==> src/cimap_pkg.sv <==
// Constants and types for the contact I/O function mapper
package cimap_pkg;
    // ----------------------------------------
    // Timing
    // ----------------------------------------
    localparam int unsigned CLK_PERIOD_NS = 10;
    localparam int unsigned TICK_NS = 1000000;
    localparam int unsigned TICK_CYCLES = TICK_NS / CLK_PERIOD_NS;
    localparam int unsigned MIN_PULSE_MS = 1500;
    localparam int unsigned BLOW_MIN_MS = 1000;
    localparam int unsigned BLOW_MAX_MS = 11000;
    localparam int unsigned DEBOUNCE_MS = 20;
    localparam int unsigned WID_W = 16;
    localparam int unsigned DB_W = 8;
    // ----------------------------------------
    // Sizes
    // ----------------------------------------
    localparam int unsigned N_IN = 8;
    localparam int unsigned N_OUT = 8;
    localparam int unsigned N_ALARM = 6;
    localparam int unsigned N_CH = 5;
    localparam int unsigned VAL_W = 16;
    localparam int unsigned FN_W = 4;
    // ----------------------------------------
    // Register map
    // ----------------------------------------
    localparam logic [7:0] ADDR_CTRL = 8'h00;
    localparam logic [7:0] ADDR_OUT_SEL = 8'h04;
    localparam logic [7:0] ADDR_IN_SEL = 8'h08;
    localparam logic [7:0] ADDR_ALARM_CFG = 8'h0c;
    localparam logic [7:0] ADDR_STATUS = 8'h10;
    localparam logic [7:0] ADDR_FLAGS = 8'h14;
    localparam logic [7:0] ADDR_LIMIT_BASE = 8'h40;
    localparam logic [7:0] ADDR_LIMIT_END = 8'h9c;
    localparam int unsigned CTRL_SAMPLING_BIT = 0;
    localparam int unsigned CTRL_EXT_O2_BIT = 1;
    localparam int unsigned CTRL_REMOTE_LSB = 8;
    localparam int unsigned CTRL_LOCAL_LSB = 16;
    localparam int unsigned ALARM_CFG_STEP = 5;
    localparam int unsigned STATUS_RANGE_LSB = 8;
    localparam int unsigned STATUS_ALARM_LSB = 16;
    localparam int unsigned STATUS_HOLD_BIT = 24;
    localparam logic [31:0] CTRL_RESET = 32'h001f_0000;
    localparam logic [31:0] SEL_RESET = 32'h0000_0000;
    localparam logic [29:0] ALARM_CFG_RESET = 30'h0000_0000;
    localparam logic [VAL_W-1:0] HIGH_LIMIT_RESET = 16'hffff;
    localparam logic [VAL_W-1:0] LOW_LIMIT_RESET = 16'h0000;
    // ----------------------------------------
    // Function codes
    // ----------------------------------------
    typedef enum logic [3:0] {
        OUT_NONE = 4'h0, OUT_ALARM1 = 4'h1, OUT_ALARM6 = 4'h6,
        OUT_PEAK = 4'h7, OUT_SWITCH = 4'h8, OUT_MAINT = 4'h9,
        OUT_POWER = 4'ha, OUT_SYS_VAL = 4'hb, OUT_SYS_CAL = 4'hc,
        OUT_O2_SPAN = 4'hd
    } cimap_out_fn_t;
    typedef enum logic [3:0] {
        IN_NONE = 4'h0, IN_HOLD = 4'h1, IN_AVG_RESET = 4'h2,
        IN_CAL_START = 4'h3, IN_ZERO_START = 4'h4, IN_VAL_START = 4'h5,
        IN_PRIMARY_SPAN = 4'h6, IN_RANGE5 = 4'ha, IN_BLOWBACK = 4'hb,
        IN_O2_DONE = 4'hc, IN_O2_ERROR = 4'hd
    } cimap_in_fn_t;
    typedef enum logic [1:0] {
        MODE_OFF = 2'h0, MODE_HIGH = 2'h1, MODE_LOW = 2'h2, MODE_BOTH = 2'h3
    } cimap_mode_t;
endpackage

==> src/cimap_mapper.sv <==
// Contact I/O function mapper: alarm/state contacts and qualified inputs
// Behaviour
// - Six alarm contacts, each asserted only while its limit condition holds.
// - High mode asserts above the high limit of the active range.
// - Low mode asserts below the low limit of the active range.
// - Combined mode asserts above high or below low limit.
// - Peak count contact follows the peak count alarm condition.
// - Switchover on when measuring; in cal/val off, or on for sampling path.
// - Maintenance contact on during maintenance, calibration, validation, blowback.
// - Power status contact asserted while powered, low only during reset.
// - System validation contact on during auto validation, sampling path only.
// - System calibration contact on during any calibration, sampling path only.
// - Each of eight inputs takes one function; functions may repeat.
// - Hold input freezes analog outputs while contact stays closed.
// - Average reset pulse of 1.5 s or more clears all averages together.
// - Calibration start pulse of 1.5 s or more launches auto calibration.
// - Zero start pulse of 1.5 s or more launches the auto sequence.
// - Validation start pulse of 1.5 s or more launches auto validation.
// - Remote range channels: closed selects primary, open selects secondary.
// - Blowback pulse accepted only between 1.0 s and 11.0 s.
// - Falling edge ends external O2 cal; auto cal refused if unassigned.
// - O2 error level sampled at external cal completion; none if unassigned.
// - Span contact for external O2 channel commands its cal in auto cal.
`timescale 1ns/1ps
module cimap_mapper #(
    parameter int unsigned TICK_CYCLES = cimap_pkg::TICK_CYCLES,
    parameter int unsigned MIN_PULSE_MS = cimap_pkg::MIN_PULSE_MS,
    parameter int unsigned BLOW_MIN_MS = cimap_pkg::BLOW_MIN_MS,
    parameter int unsigned BLOW_MAX_MS = cimap_pkg::BLOW_MAX_MS,
    parameter int unsigned DEBOUNCE_MS = cimap_pkg::DEBOUNCE_MS
) (
    input wire logic clk,
    input wire logic reset,
    input wire logic psel,
    input wire logic penable,
    input wire logic pwrite,
    input wire logic [7:0] paddr,
    input wire logic [31:0] pwdata,
    output logic [31:0] prdata,
    output logic pready,
    output logic pslverr,
    input wire logic [cimap_pkg::N_IN-1:0] contact_in,
    input wire logic [cimap_pkg::N_CH*cimap_pkg::VAL_W-1:0] meas_value,
    input wire logic st_measuring,
    input wire logic st_maintenance,
    input wire logic st_cal_manual,
    input wire logic st_cal_auto,
    input wire logic st_cal_zero,
    input wire logic st_val_auto,
    input wire logic st_blowback,
    input wire logic peak_alarm,
    input wire logic o2_span_req,
    output logic [cimap_pkg::N_OUT-1:0] contact_out,
    output logic hold_outputs,
    output logic [cimap_pkg::N_CH-1:0] range_primary,
    output logic avg_reset,
    output logic cal_start,
    output logic zero_start,
    output logic val_start,
    output logic blow_start,
    output logic o2_cal_done,
    output logic o2_cal_error
);
    import cimap_pkg::*;

    // ----------------------------------------
    // Registers and APB slave
    // ----------------------------------------
    logic [31:0] ctrl;
    logic [31:0] out_sel;
    logic [31:0] in_sel;
    logic [29:0] alarm_cfg;
    logic [VAL_W-1:0] limit [N_ALARM*4];
    logic refused;
    logic [N_ALARM-1:0] alarm_q;
    logic refuse_now;
    logic setup;
    logic wr_ok;
    logic mapped;
    logic lim_hit;
    logic [4:0] lim_idx;
    logic [31:0] next_rdata;

    assign setup = psel && !penable;
    assign wr_ok = psel && penable && pready && pwrite && !pslverr;
    assign lim_hit = paddr >= ADDR_LIMIT_BASE && paddr <= ADDR_LIMIT_END
        && paddr[1:0] == 2'b00;
    assign lim_idx = 5'(paddr[7:2] - ADDR_LIMIT_BASE[7:2]);

    always_comb begin
        next_rdata = 32'h0000_0000;
        mapped = 1'b1;
        case (paddr)
            ADDR_CTRL: next_rdata = ctrl;
            ADDR_OUT_SEL: next_rdata = out_sel;
            ADDR_IN_SEL: next_rdata = in_sel;
            ADDR_ALARM_CFG: next_rdata = {2'b00, alarm_cfg};
            ADDR_STATUS: next_rdata = {7'h00, hold_outputs, 2'b00, alarm_q,
                3'b000, range_primary, contact_out};
            ADDR_FLAGS: next_rdata = {31'h0000_0000, refused};
            default: begin
                if (lim_hit) begin
                    next_rdata = {16'h0000, limit[lim_idx]};
                end else begin
                    mapped = 1'b0;
                end
            end
        endcase
    end

    // No wait state: data is latched in setup, answered in access
    always_ff @(posedge clk) begin
        if (reset) begin
            prdata <= 32'h0000_0000;
            pready <= 1'b0;
            pslverr <= 1'b0;
        end else begin
            pready <= setup;
            pslverr <= setup && !mapped;
            if (setup && !pwrite) begin
                prdata <= next_rdata;
            end
        end
    end

    always_ff @(posedge clk) begin
        if (reset) begin
            ctrl <= CTRL_RESET;
            out_sel <= SEL_RESET;
            in_sel <= SEL_RESET;
            alarm_cfg <= ALARM_CFG_RESET;
        end else if (wr_ok) begin
            case (paddr)
                ADDR_CTRL: ctrl <= pwdata;
                ADDR_OUT_SEL: out_sel <= pwdata;
                ADDR_IN_SEL: in_sel <= pwdata;
                ADDR_ALARM_CFG: alarm_cfg <= pwdata[29:0];
                default: ;
            endcase
        end
    end

    always_ff @(posedge clk) begin
        if (reset) begin
            for (int k = 0; k < N_ALARM * 4; k++) begin
                limit[k] <= k[1] ? LOW_LIMIT_RESET : HIGH_LIMIT_RESET;
            end
        end else if (wr_ok && lim_hit) begin
            limit[lim_idx] <= pwdata[VAL_W-1:0];
        end
    end

    // Refusal flag: write one to clear, a new refusal wins
    always_ff @(posedge clk) begin
        if (reset) begin
            refused <= 1'b0;
        end else if (refuse_now) begin
            refused <= 1'b1;
        end else if (wr_ok && paddr == ADDR_FLAGS && pwdata[0]) begin
            refused <= 1'b0;
        end
    end

    // ----------------------------------------
    // Timebase and input qualification
    // ----------------------------------------
    logic [31:0] tick_cnt;
    logic tick;
    logic [N_IN-1:0] db;
    logic [N_IN-1:0] ok_min;
    logic [N_IN-1:0] ok_blow;
    logic [N_IN-1:0] fell;

    assign tick = tick_cnt == 32'(TICK_CYCLES - 1);

    always_ff @(posedge clk) begin
        if (reset || tick) begin
            tick_cnt <= 32'h0000_0000;
        end else begin
            tick_cnt <= tick_cnt + 32'h0000_0001;
        end
    end

    for (genvar i = 0; i < N_IN; i++) begin : g_in
        logic [DB_W-1:0] db_cnt;
        logic [WID_W-1:0] wid;
        logic fall_now;
        assign fall_now = db[i] && db_cnt == DB_W'(DEBOUNCE_MS - 1)
            && tick && !contact_in[i];
        // stable for the debounce time before a level changes
        always_ff @(posedge clk) begin
            if (reset) begin
                db[i] <= 1'b0;
                db_cnt <= '0;
            end else if (contact_in[i] == db[i]) begin
                db_cnt <= '0;
            end else if (tick) begin
                if (db_cnt == DB_W'(DEBOUNCE_MS - 1)) begin
                    db[i] <= contact_in[i];
                    db_cnt <= '0;
                end else begin
                    db_cnt <= db_cnt + 1'b1;
                end
            end
        end
        // Width counter saturates so very long closures stay out of window
        always_ff @(posedge clk) begin
            if (reset || !db[i]) begin
                wid <= '0;
            end else if (tick && wid != '1) begin
                wid <= wid + 1'b1;
            end
        end
        // widths judged on release, bad widths dropped
        always_ff @(posedge clk) begin
            if (reset) begin
                ok_min[i] <= 1'b0;
                ok_blow[i] <= 1'b0;
                fell[i] <= 1'b0;
            end else begin
                fell[i] <= fall_now;
                ok_min[i] <= fall_now && wid >= WID_W'(MIN_PULSE_MS);
                ok_blow[i] <= fall_now && wid >= WID_W'(BLOW_MIN_MS)
                    && wid <= WID_W'(BLOW_MAX_MS);
            end
        end
    end

    // ----------------------------------------
    // Input functions
    // ----------------------------------------
    logic hold_any;
    logic avg_any;
    logic cal_any;
    logic zero_any;
    logic val_any;
    logic blow_any;
    logic done_any;
    logic err_any;
    logic done_assigned;
    logic [N_CH-1:0] rng_closed;
    logic [N_CH-1:0] rng_assigned;
    logic [N_CH-1:0] next_range;

    always_comb begin
        hold_any = 1'b0;
        avg_any = 1'b0;
        cal_any = 1'b0;
        zero_any = 1'b0;
        val_any = 1'b0;
        blow_any = 1'b0;
        done_any = 1'b0;
        err_any = 1'b0;
        done_assigned = 1'b0;
        rng_closed = '0;
        rng_assigned = '0;
        for (int i = 0; i < N_IN; i++) begin
            case (in_sel[i*FN_W +: FN_W])
                IN_HOLD: hold_any |= db[i];
                IN_AVG_RESET: avg_any |= ok_min[i];
                IN_CAL_START: cal_any |= ok_min[i];
                IN_ZERO_START: zero_any |= ok_min[i];
                IN_VAL_START: val_any |= ok_min[i];
                IN_BLOWBACK: blow_any |= ok_blow[i];
                IN_O2_DONE: begin
                    done_any |= fell[i];
                    done_assigned = 1'b1;
                end
                IN_O2_ERROR: err_any |= db[i];
                default: ;
            endcase
            for (int c = 0; c < N_CH; c++) begin
                if (in_sel[i*FN_W +: FN_W] == FN_W'(IN_PRIMARY_SPAN + c)) begin
                    rng_closed[c] |= db[i];
                    rng_assigned[c] = 1'b1;
                end
            end
        end
    end

    // remote channels follow the contact, others the local choice
    always_comb begin
        for (int c = 0; c < N_CH; c++) begin
            next_range[c] = (ctrl[CTRL_REMOTE_LSB + c] && rng_assigned[c])
                ? rng_closed[c] : ctrl[CTRL_LOCAL_LSB + c];
        end
    end

    // no completion input means an external O2 cal cannot finish
    assign refuse_now = cal_any && ctrl[CTRL_EXT_O2_BIT] && !done_assigned;

    always_ff @(posedge clk) begin
        if (reset) begin
            hold_outputs <= 1'b0;
            range_primary <= '0;
            avg_reset <= 1'b0;
            cal_start <= 1'b0;
            zero_start <= 1'b0;
            val_start <= 1'b0;
            blow_start <= 1'b0;
            o2_cal_done <= 1'b0;
            o2_cal_error <= 1'b0;
        end else begin
            hold_outputs <= hold_any;
            range_primary <= next_range;
            // one pulse clears every average at once
            avg_reset <= avg_any;
            cal_start <= cal_any && !refuse_now;
            zero_start <= zero_any;
            val_start <= val_any;
            blow_start <= blow_any;
            o2_cal_done <= done_any;
            o2_cal_error <= done_any && err_any;
        end
    end

    // ----------------------------------------
    // Alarms and contact outputs
    // ----------------------------------------
    logic [N_ALARM-1:0] next_alarm;
    logic cal_any_state;
    logic [N_OUT-1:0] next_out;

    always_comb begin
        for (int a = 0; a < N_ALARM; a++) begin
            logic [2:0] ch;
            logic [VAL_W-1:0] v;
            logic [VAL_W-1:0] hi;
            logic [VAL_W-1:0] lo;
            logic above;
            logic below;
            ch = alarm_cfg[a*ALARM_CFG_STEP+2 +: 3];
            if (ch >= 3'(N_CH)) begin
                ch = 3'h0;
            end
            v = meas_value[ch*VAL_W +: VAL_W];
            hi = limit[a*4 + (next_range[ch] ? 0 : 1)];
            lo = limit[a*4 + (next_range[ch] ? 2 : 3)];
            above = v > hi;
            below = v < lo;
            // asserted only while the condition holds
            case (cimap_mode_t'(alarm_cfg[a*ALARM_CFG_STEP +: 2]))
                MODE_HIGH: next_alarm[a] = above;
                MODE_LOW: next_alarm[a] = below;
                MODE_BOTH: next_alarm[a] = above || below;
                default: next_alarm[a] = 1'b0;
            endcase
        end
    end

    assign cal_any_state = st_cal_manual || st_cal_auto || st_cal_zero;

    always_comb begin
        for (int o = 0; o < N_OUT; o++) begin
            logic [FN_W-1:0] fn;
            fn = out_sel[o*FN_W +: FN_W];
            case (fn)
                OUT_PEAK: next_out[o] = peak_alarm;
                // variant picked by gas path setting
                OUT_SWITCH: next_out[o] = st_measuring ? 1'b1
                    : ((cal_any_state || st_val_auto)
                    && ctrl[CTRL_SAMPLING_BIT]);
                OUT_MAINT: next_out[o] = st_maintenance || cal_any_state
                    || st_val_auto || st_blowback;
                OUT_POWER: next_out[o] = 1'b1;
                OUT_SYS_VAL: next_out[o] = ctrl[CTRL_SAMPLING_BIT]
                    && st_val_auto;
                OUT_SYS_CAL: next_out[o] = ctrl[CTRL_SAMPLING_BIT]
                    && cal_any_state;
                // span contact commands the external analyzer
                OUT_O2_SPAN: next_out[o] = st_cal_auto && o2_span_req;
                default: begin
                    next_out[o] = 1'b0;
                    if (fn >= OUT_ALARM1 && fn <= OUT_ALARM6) begin
                        next_out[o] = next_alarm[3'(fn - OUT_ALARM1)];
                    end
                end
            endcase
        end
    end

    // Power contact reads low only during reset; no earlier state exists
    always_ff @(posedge clk) begin
        if (reset) begin
            contact_out <= '0;
            alarm_q <= '0;
        end else begin
            contact_out <= next_out;
            alarm_q <= next_alarm;
        end
    end

    // ----------------------------------------
    // Checks
    // ----------------------------------------
    power_contact_a: assert property (
        @(posedge clk) disable iff (reset)
        out_sel[3:0] == OUT_POWER && $past(out_sel[3:0] == OUT_POWER)
        && !$past(reset) |-> contact_out[0])
        else $error("power contact not asserted");
    hold_follow_a: assert property (
        @(posedge clk) disable iff (reset)
        ##1 hold_outputs == $past(hold_any))
        else $error("hold does not follow input");
    avg_pulse_a: assert property (
        @(posedge clk) disable iff (reset)
        avg_reset |=> !avg_reset)
        else $error("average reset longer than one cycle");
    cal_refuse_a: assert property (
        @(posedge clk) disable iff (reset)
        cal_start |-> $past(!ctrl[CTRL_EXT_O2_BIT] || done_assigned))
        else $error("auto cal started without completion input");
    o2_error_a: assert property (
        @(posedge clk) disable iff (reset)
        o2_cal_error |-> o2_cal_done && $past(err_any))
        else $error("O2 error outside completion");
    blow_window_a: assert property (
        @(posedge clk) disable iff (reset)
        $rose(fell[0]) && ok_blow[0] |-> $past(g_in[0].wid) >=
        WID_W'(BLOW_MIN_MS) && $past(g_in[0].wid) <= WID_W'(BLOW_MAX_MS))
        else $error("blowback width out of window");
    range_remote_a: assert property (
        @(posedge clk) disable iff (reset)
        ctrl[CTRL_REMOTE_LSB] && rng_assigned[0] && $stable(db)
        && $stable(in_sel) |=> range_primary[0] == $past(rng_closed[0]))
        else $error("remote range not following contact");
    maint_contact_a: assert property (
        @(posedge clk) disable iff (reset)
        out_sel[11:8] == OUT_MAINT && st_blowback ##1
        out_sel[11:8] == OUT_MAINT |-> contact_out[2])
        else $error("maintenance contact missing in blowback");
    sys_cal_a: assert property (
        @(posedge clk) disable iff (reset)
        out_sel[23:20] == OUT_SYS_CAL && !ctrl[CTRL_SAMPLING_BIT]
        |=> !contact_out[5])
        else $error("system cal contact without sampling path");
endmodule // cimap_mapper

==> config.mk <==
export PLATFORM = sky130hd
export DESIGN_NAME = cimap_mapper
export DESIGN_NICKNAME = d
export VERILOG_FILES = /design/src/cimap_pkg.sv /design/src/cimap_mapper.sv
export SDC_FILE = /design/constraint.sdc
export NUM_CORES = 2
export LEC_CHECK = 0
export BUFFER_PORTS_ARGS = -buffer_cell sky130_fd_sc_hd__buf_2
export CORE_ASPECT_RATIO = 2
export CORE_MARGIN = 10
export CORE_UTILIZATION = 50
export CTS_CLUSTER_SIZE = 14
export DETAILED_ROUTE_END_ITERATION = 7
export PLACE_DENSITY = 0.67
export SLEW_MARGIN = 25
export SYNTH_ARGS = -nofsm -noshare
export SYNTH_HDL_FRONTEND = slang
export SYNTH_SLANG_ARGS = --single-unit
==> constraint.sdc <==
create_clock -name clk -period 9 [get_ports clk]
set_clock_uncertainty 0.05 [all_clocks]
set_input_delay 0 -clock clk [delete_from_list [all_inputs] [get_ports clk]]
set_output_delay 0 -clock clk [all_outputs]
set_load 0.05 [all_outputs]
==> key figures <==
Logic synthesis
  • Cell count after synthesis: 5576
  • Flops & latches, synth: 944
  • Post-synthesis instance area: around 0.055 mm^2
  • Mean cell area of the mapped netlist: 9.836 um^2
  • Count of unique library cells instantiated by Yosys: 84
  • Predominant post-synthesis flop cell: sky130_fd_sc_hd__edfxtp_1
  • Area contributors post-synth: sky130_fd_sc_hd__edfxtp_1, sky130_fd_sc_hd__dfxtp_1, sky130_fd_sc_hd__mux4_2
  • Synthesis Warnings: 0
  • Dominant cell by count in the synthesized netlist: sky130_fd_sc_hd__nand2_1
  • Seq/Total Area, Yosys: 0.4358
  • Count of flip-flops with a built-in enable after synthesis: 500
  • Library cell with the largest summed area after synthesis: sky130_fd_sc_hd__edfxtp_1
  • Cell types with the highest counts after synthesis: sky130_fd_sc_hd__nand2_1, sky130_fd_sc_hd__edfxtp_1, sky130_fd_sc_hd__nor2_1
  • Fraction of synthesis flops using an asynchronous set or reset pin: 0
  • Area fraction of the dominant cell type after synthesis: 0.2737

Setup path
  • Class of the most critical setup path: flop to flop
  • Worst-path fanout max: 24
  • Capturing element type of the critical path: flop
  • Arrival time at the worst endpoint: 7.48 ns
  • Worst Setup Start Kind: flop
  • Required arrival time at the worst endpoint: 9.65 ns

Detailed routing
  • Average wire per standard cell: 32.34 um
  • Count of routing violations after the opening detailed-route iteration: a little under 5000
  • Post-detailed-route via-to-cell ratio: 6.557
  • Length of the first detailed-routing pass in iterations: 6
  • DR vias: 47440
  • Detailed-route DRC error count: 0
  • Antenna Nets Post-Route: 0
  • Detailed-route wire length: between 200 and 250 mm

Final layout
  • Final Net Count: 6150
  • Count of non-filler cells in the finished layout: 7234
  • Share of layout cells above drive strength 1: 0.1558
  • Final cell utilization of the core: 0.5621
  • Area growth from synthesis to layout: 11.39%

Pwr
  • Combinational share of power: 0.095
  • Worst vdd rail ir drop: 0.1680 mV
  • Flop pwr share: 0.498
  • Power share of the clock group: 0.408
  • Total Power Consumption: 9.373 mW
  • Internal power consumption: 6.928 mW
  • Switch share: 0.2608
  • Switching power summed over all nets: roughly 2.4 mW
  • LEAKAGE: 22.96 nW
  • Power per cell area: around 150 mW/mm^2

Timing
  • Slew headroom: 0.1656
  • Total setup violations reported at the end of the flow: 0
  • TNS Setup: 0 ns
  • Unrepaired setup endpoints after global routing: no
  • Peak clock frequency supported by timing: 146.4 MHz
  • Final number of hold-violating endpoints: 0
  • Final worst-path cycle share: 0.7589
  • Final critical delay including setup and external delays: just under 7 ns
  • Post-route worst setup slack: 2.169 ns
  • Worst-margin pin slew: 1.242 ns
  • Number of max-slew violations in the final report: 0

Floorplan
  • Number of primary I/O pins: 197
  • Placeable core region: 0.1087 mm^2
  • Initial Util: 0.5046
  • Die ar.: 0.1241 mm^2
  • Die X-Extent: 254.2 um
  • Site Rows: 171
  • Die Ht: 488.4 um

Run
  • Maximum Capacitance Violations: 0

Clock network
  • Clock latency at the later pin of the worst-skew pair: 0.75 ns
  • Inserted Clock Buffers: between 80 and 90
  • CTS clock-pin slew for the worst setup and hold paths: 0.07 ns
  • # hold bufs at CTS: 53
  • Maximum number of buffers from clock root to sink: 3
  • Clock tree root buffer cell: sky130_fd_sc_hd__clkbuf_16
  • TritonCTS Sinks: around 940
  • Number of H-tree branching levels: 3
  • Postcts setup bufs: 0
  • CTS tree: yes
  • Post-cts sizing count: 0

GRT
  • Wire length of the first global-routing pass: 330.5 mm
  • Grt ovf: 0
  • Antenna violations before repair: 31
  • Global-route usage over all layers: 0.3746
  • Pin count of the biggest net entering global routing: 60
  • Via count of the first global-routing pass: 46760

Placed design
  • Worst-case setup slack after placement: 2.322 ns
  • I/O Buffers: 196
  • Detailed Place HPWL: 168.8 mm
  • Instance count after placement with tap cells included: roughly 7000
  • Final estimated routing congestion in global placement: around 1.1

Min path
  • Type of the tightest min-delay check: primary input to flop

Status
  • Result of the run: finished clean
-- power groups by stage --
stage	combinational (mW)	sequential [mW]	clock (mW)
2_1_floorplan	0.421	4.75	0
3_3_place_gp	0.811	4.75	0
3_5_place_dp	0.819	4.76	0
4_1_cts	0.840	4.66	3.85
5_1_grt	0.916	4.67	4.00
6_report	0.887	4.66	3.82
-- path summary, 6_finish.rpt --
path,from,endpoint,slack (ns),cells after the start
worst min register to register,tick_cnt[0]$_SDFF_PP0_,tick_cnt[0]$_SDFF_PP0_,0.40,1
worst max-delay path,in_sel[12]$_SDFFE_PP0P_,contact_out[2]$_SDFF_PP0_,2.17,20
worst max register to register,in_sel[12]$_SDFFE_PP0P_,contact_out[2]$_SDFF_PP0_,2.17,20
worst min-delay path,pwdata[31],ctrl[31]$_SDFFE_PP0P_,0.03,4
-- cell usage in the layout, fill, tap and decap left out, drive strengths merged, types with 132 or more instances in the layout --
| master | instances |
|---|---|
| xor2 | 132 |
| o21ai | 268 |
| edfxtp | 500 |
| mux2i | 251 |
| or2 | 200 |
| nand2 | 598 |
| ha | 243 |
| mux4 | 139 |
| a21oi | 254 |
| dfxtp | 444 |
| and2 | 199 |
| buf | 311 |
| nor2 | 470 |
-- through the flow --
step / hold WS [ns] / cell area (um^2)
floorplan: 0.04887 / 55280
global placement: 0.2278 / 57450
detailed placement: 0.2348 / 57480
CTS: 0.003887 / 60850
global route: 0.04374 / 61060
finish: 0.02855 / 61090
-- metal layers --
layer | track usage | part of all wire
met5 | 0 | 0.00010
met4 | 0.3924 | 0.13
met3 | 0.09811 | 0.089
met2 | 0.6164 | 0.47
met1 | 0.3668 | 0.31
-- critical path: stages (launching register included) --
cell                       delay (ns)
sky130_fd_sc_hd__dfxtp_1         0.53
sky130_fd_sc_hd__nor2b_1         0.67
sky130_fd_sc_hd__a22oi_1         0.21
sky130_fd_sc_hd__and4_1          0.23
sky130_fd_sc_hd__a211oi_1        0.45
sky130_fd_sc_hd__nor2_1          0.20
sky130_fd_sc_hd__o221ai_1        0.26
sky130_fd_sc_hd__o31a_2          0.81
sky130_fd_sc_hd__mux2i_1         0.27
sky130_fd_sc_hd__ha_1            0.26
sky130_fd_sc_hd__a21o_1          0.16
sky130_fd_sc_hd__a21o_1          0.17
sky130_fd_sc_hd__a211oi_1        0.28
sky130_fd_sc_hd__o21bai_1        0.12
sky130_fd_sc_hd__a31oi_1         0.20
sky130_fd_sc_hd__and4_1          0.24
sky130_fd_sc_hd__nand2_1         0.07
sky130_fd_sc_hd__mux2i_1         0.87
sky130_fd_sc_hd__nor2_1          0.27
sky130_fd_sc_hd__o221ai_1        0.26
sky130_fd_sc_hd__or3b_1          0.13
-- area by class of cell --
cell class / count / area, um^2
Clock buffer: 120 / 2432
Multi-Input combinational cell: 4255 / 29720
Timing Repair Buffer: 370 / 2445
Tap cell: 1384 / 1732
Fill cell: 9623 / 47600
Inverter: 107 / 401.6
Antenna cell: 21 / 52.55
Clock inverter: 33 / 406.6
Sequential cell: 944 / 23900
-- state kept, by name, indices dropped and copies added, names as in the netlist, 5 cells and up --
name,count
limit,500
g_in.wid,128
g_in.db_cnt,64
ctrl,32
in_sel,32
out_sel,32
prdata,32
tick_cnt,32
alarm_cfg,30
contact_out,8
db,8
fell,8
ok_blow,8
ok_min,8
alarm_q,6
range_primary,5
-- cells by family (layout without fill, tap and decap cells) --
logic type / after synthesis / after routing / share of synthesized area
AO/OA/AOI/OAI: 1130 / 1130 / 0.1368
adder cells (fa/ha/maj): 243 / 243 / 0.05543
AND/OR/NAND/NOR: 2135 / 2135 / 0.1937
other: 1 / 137 / 0.00006837
multiplexers: 453 / 453 / 0.1158
buffers and inverters: 492 / 630 / 0.03401
XOR/XNOR: 178 / 178 / 0.02842
flip-flops: 944 / 944 / 0.4358
Power figures use the tool's default switching activity.
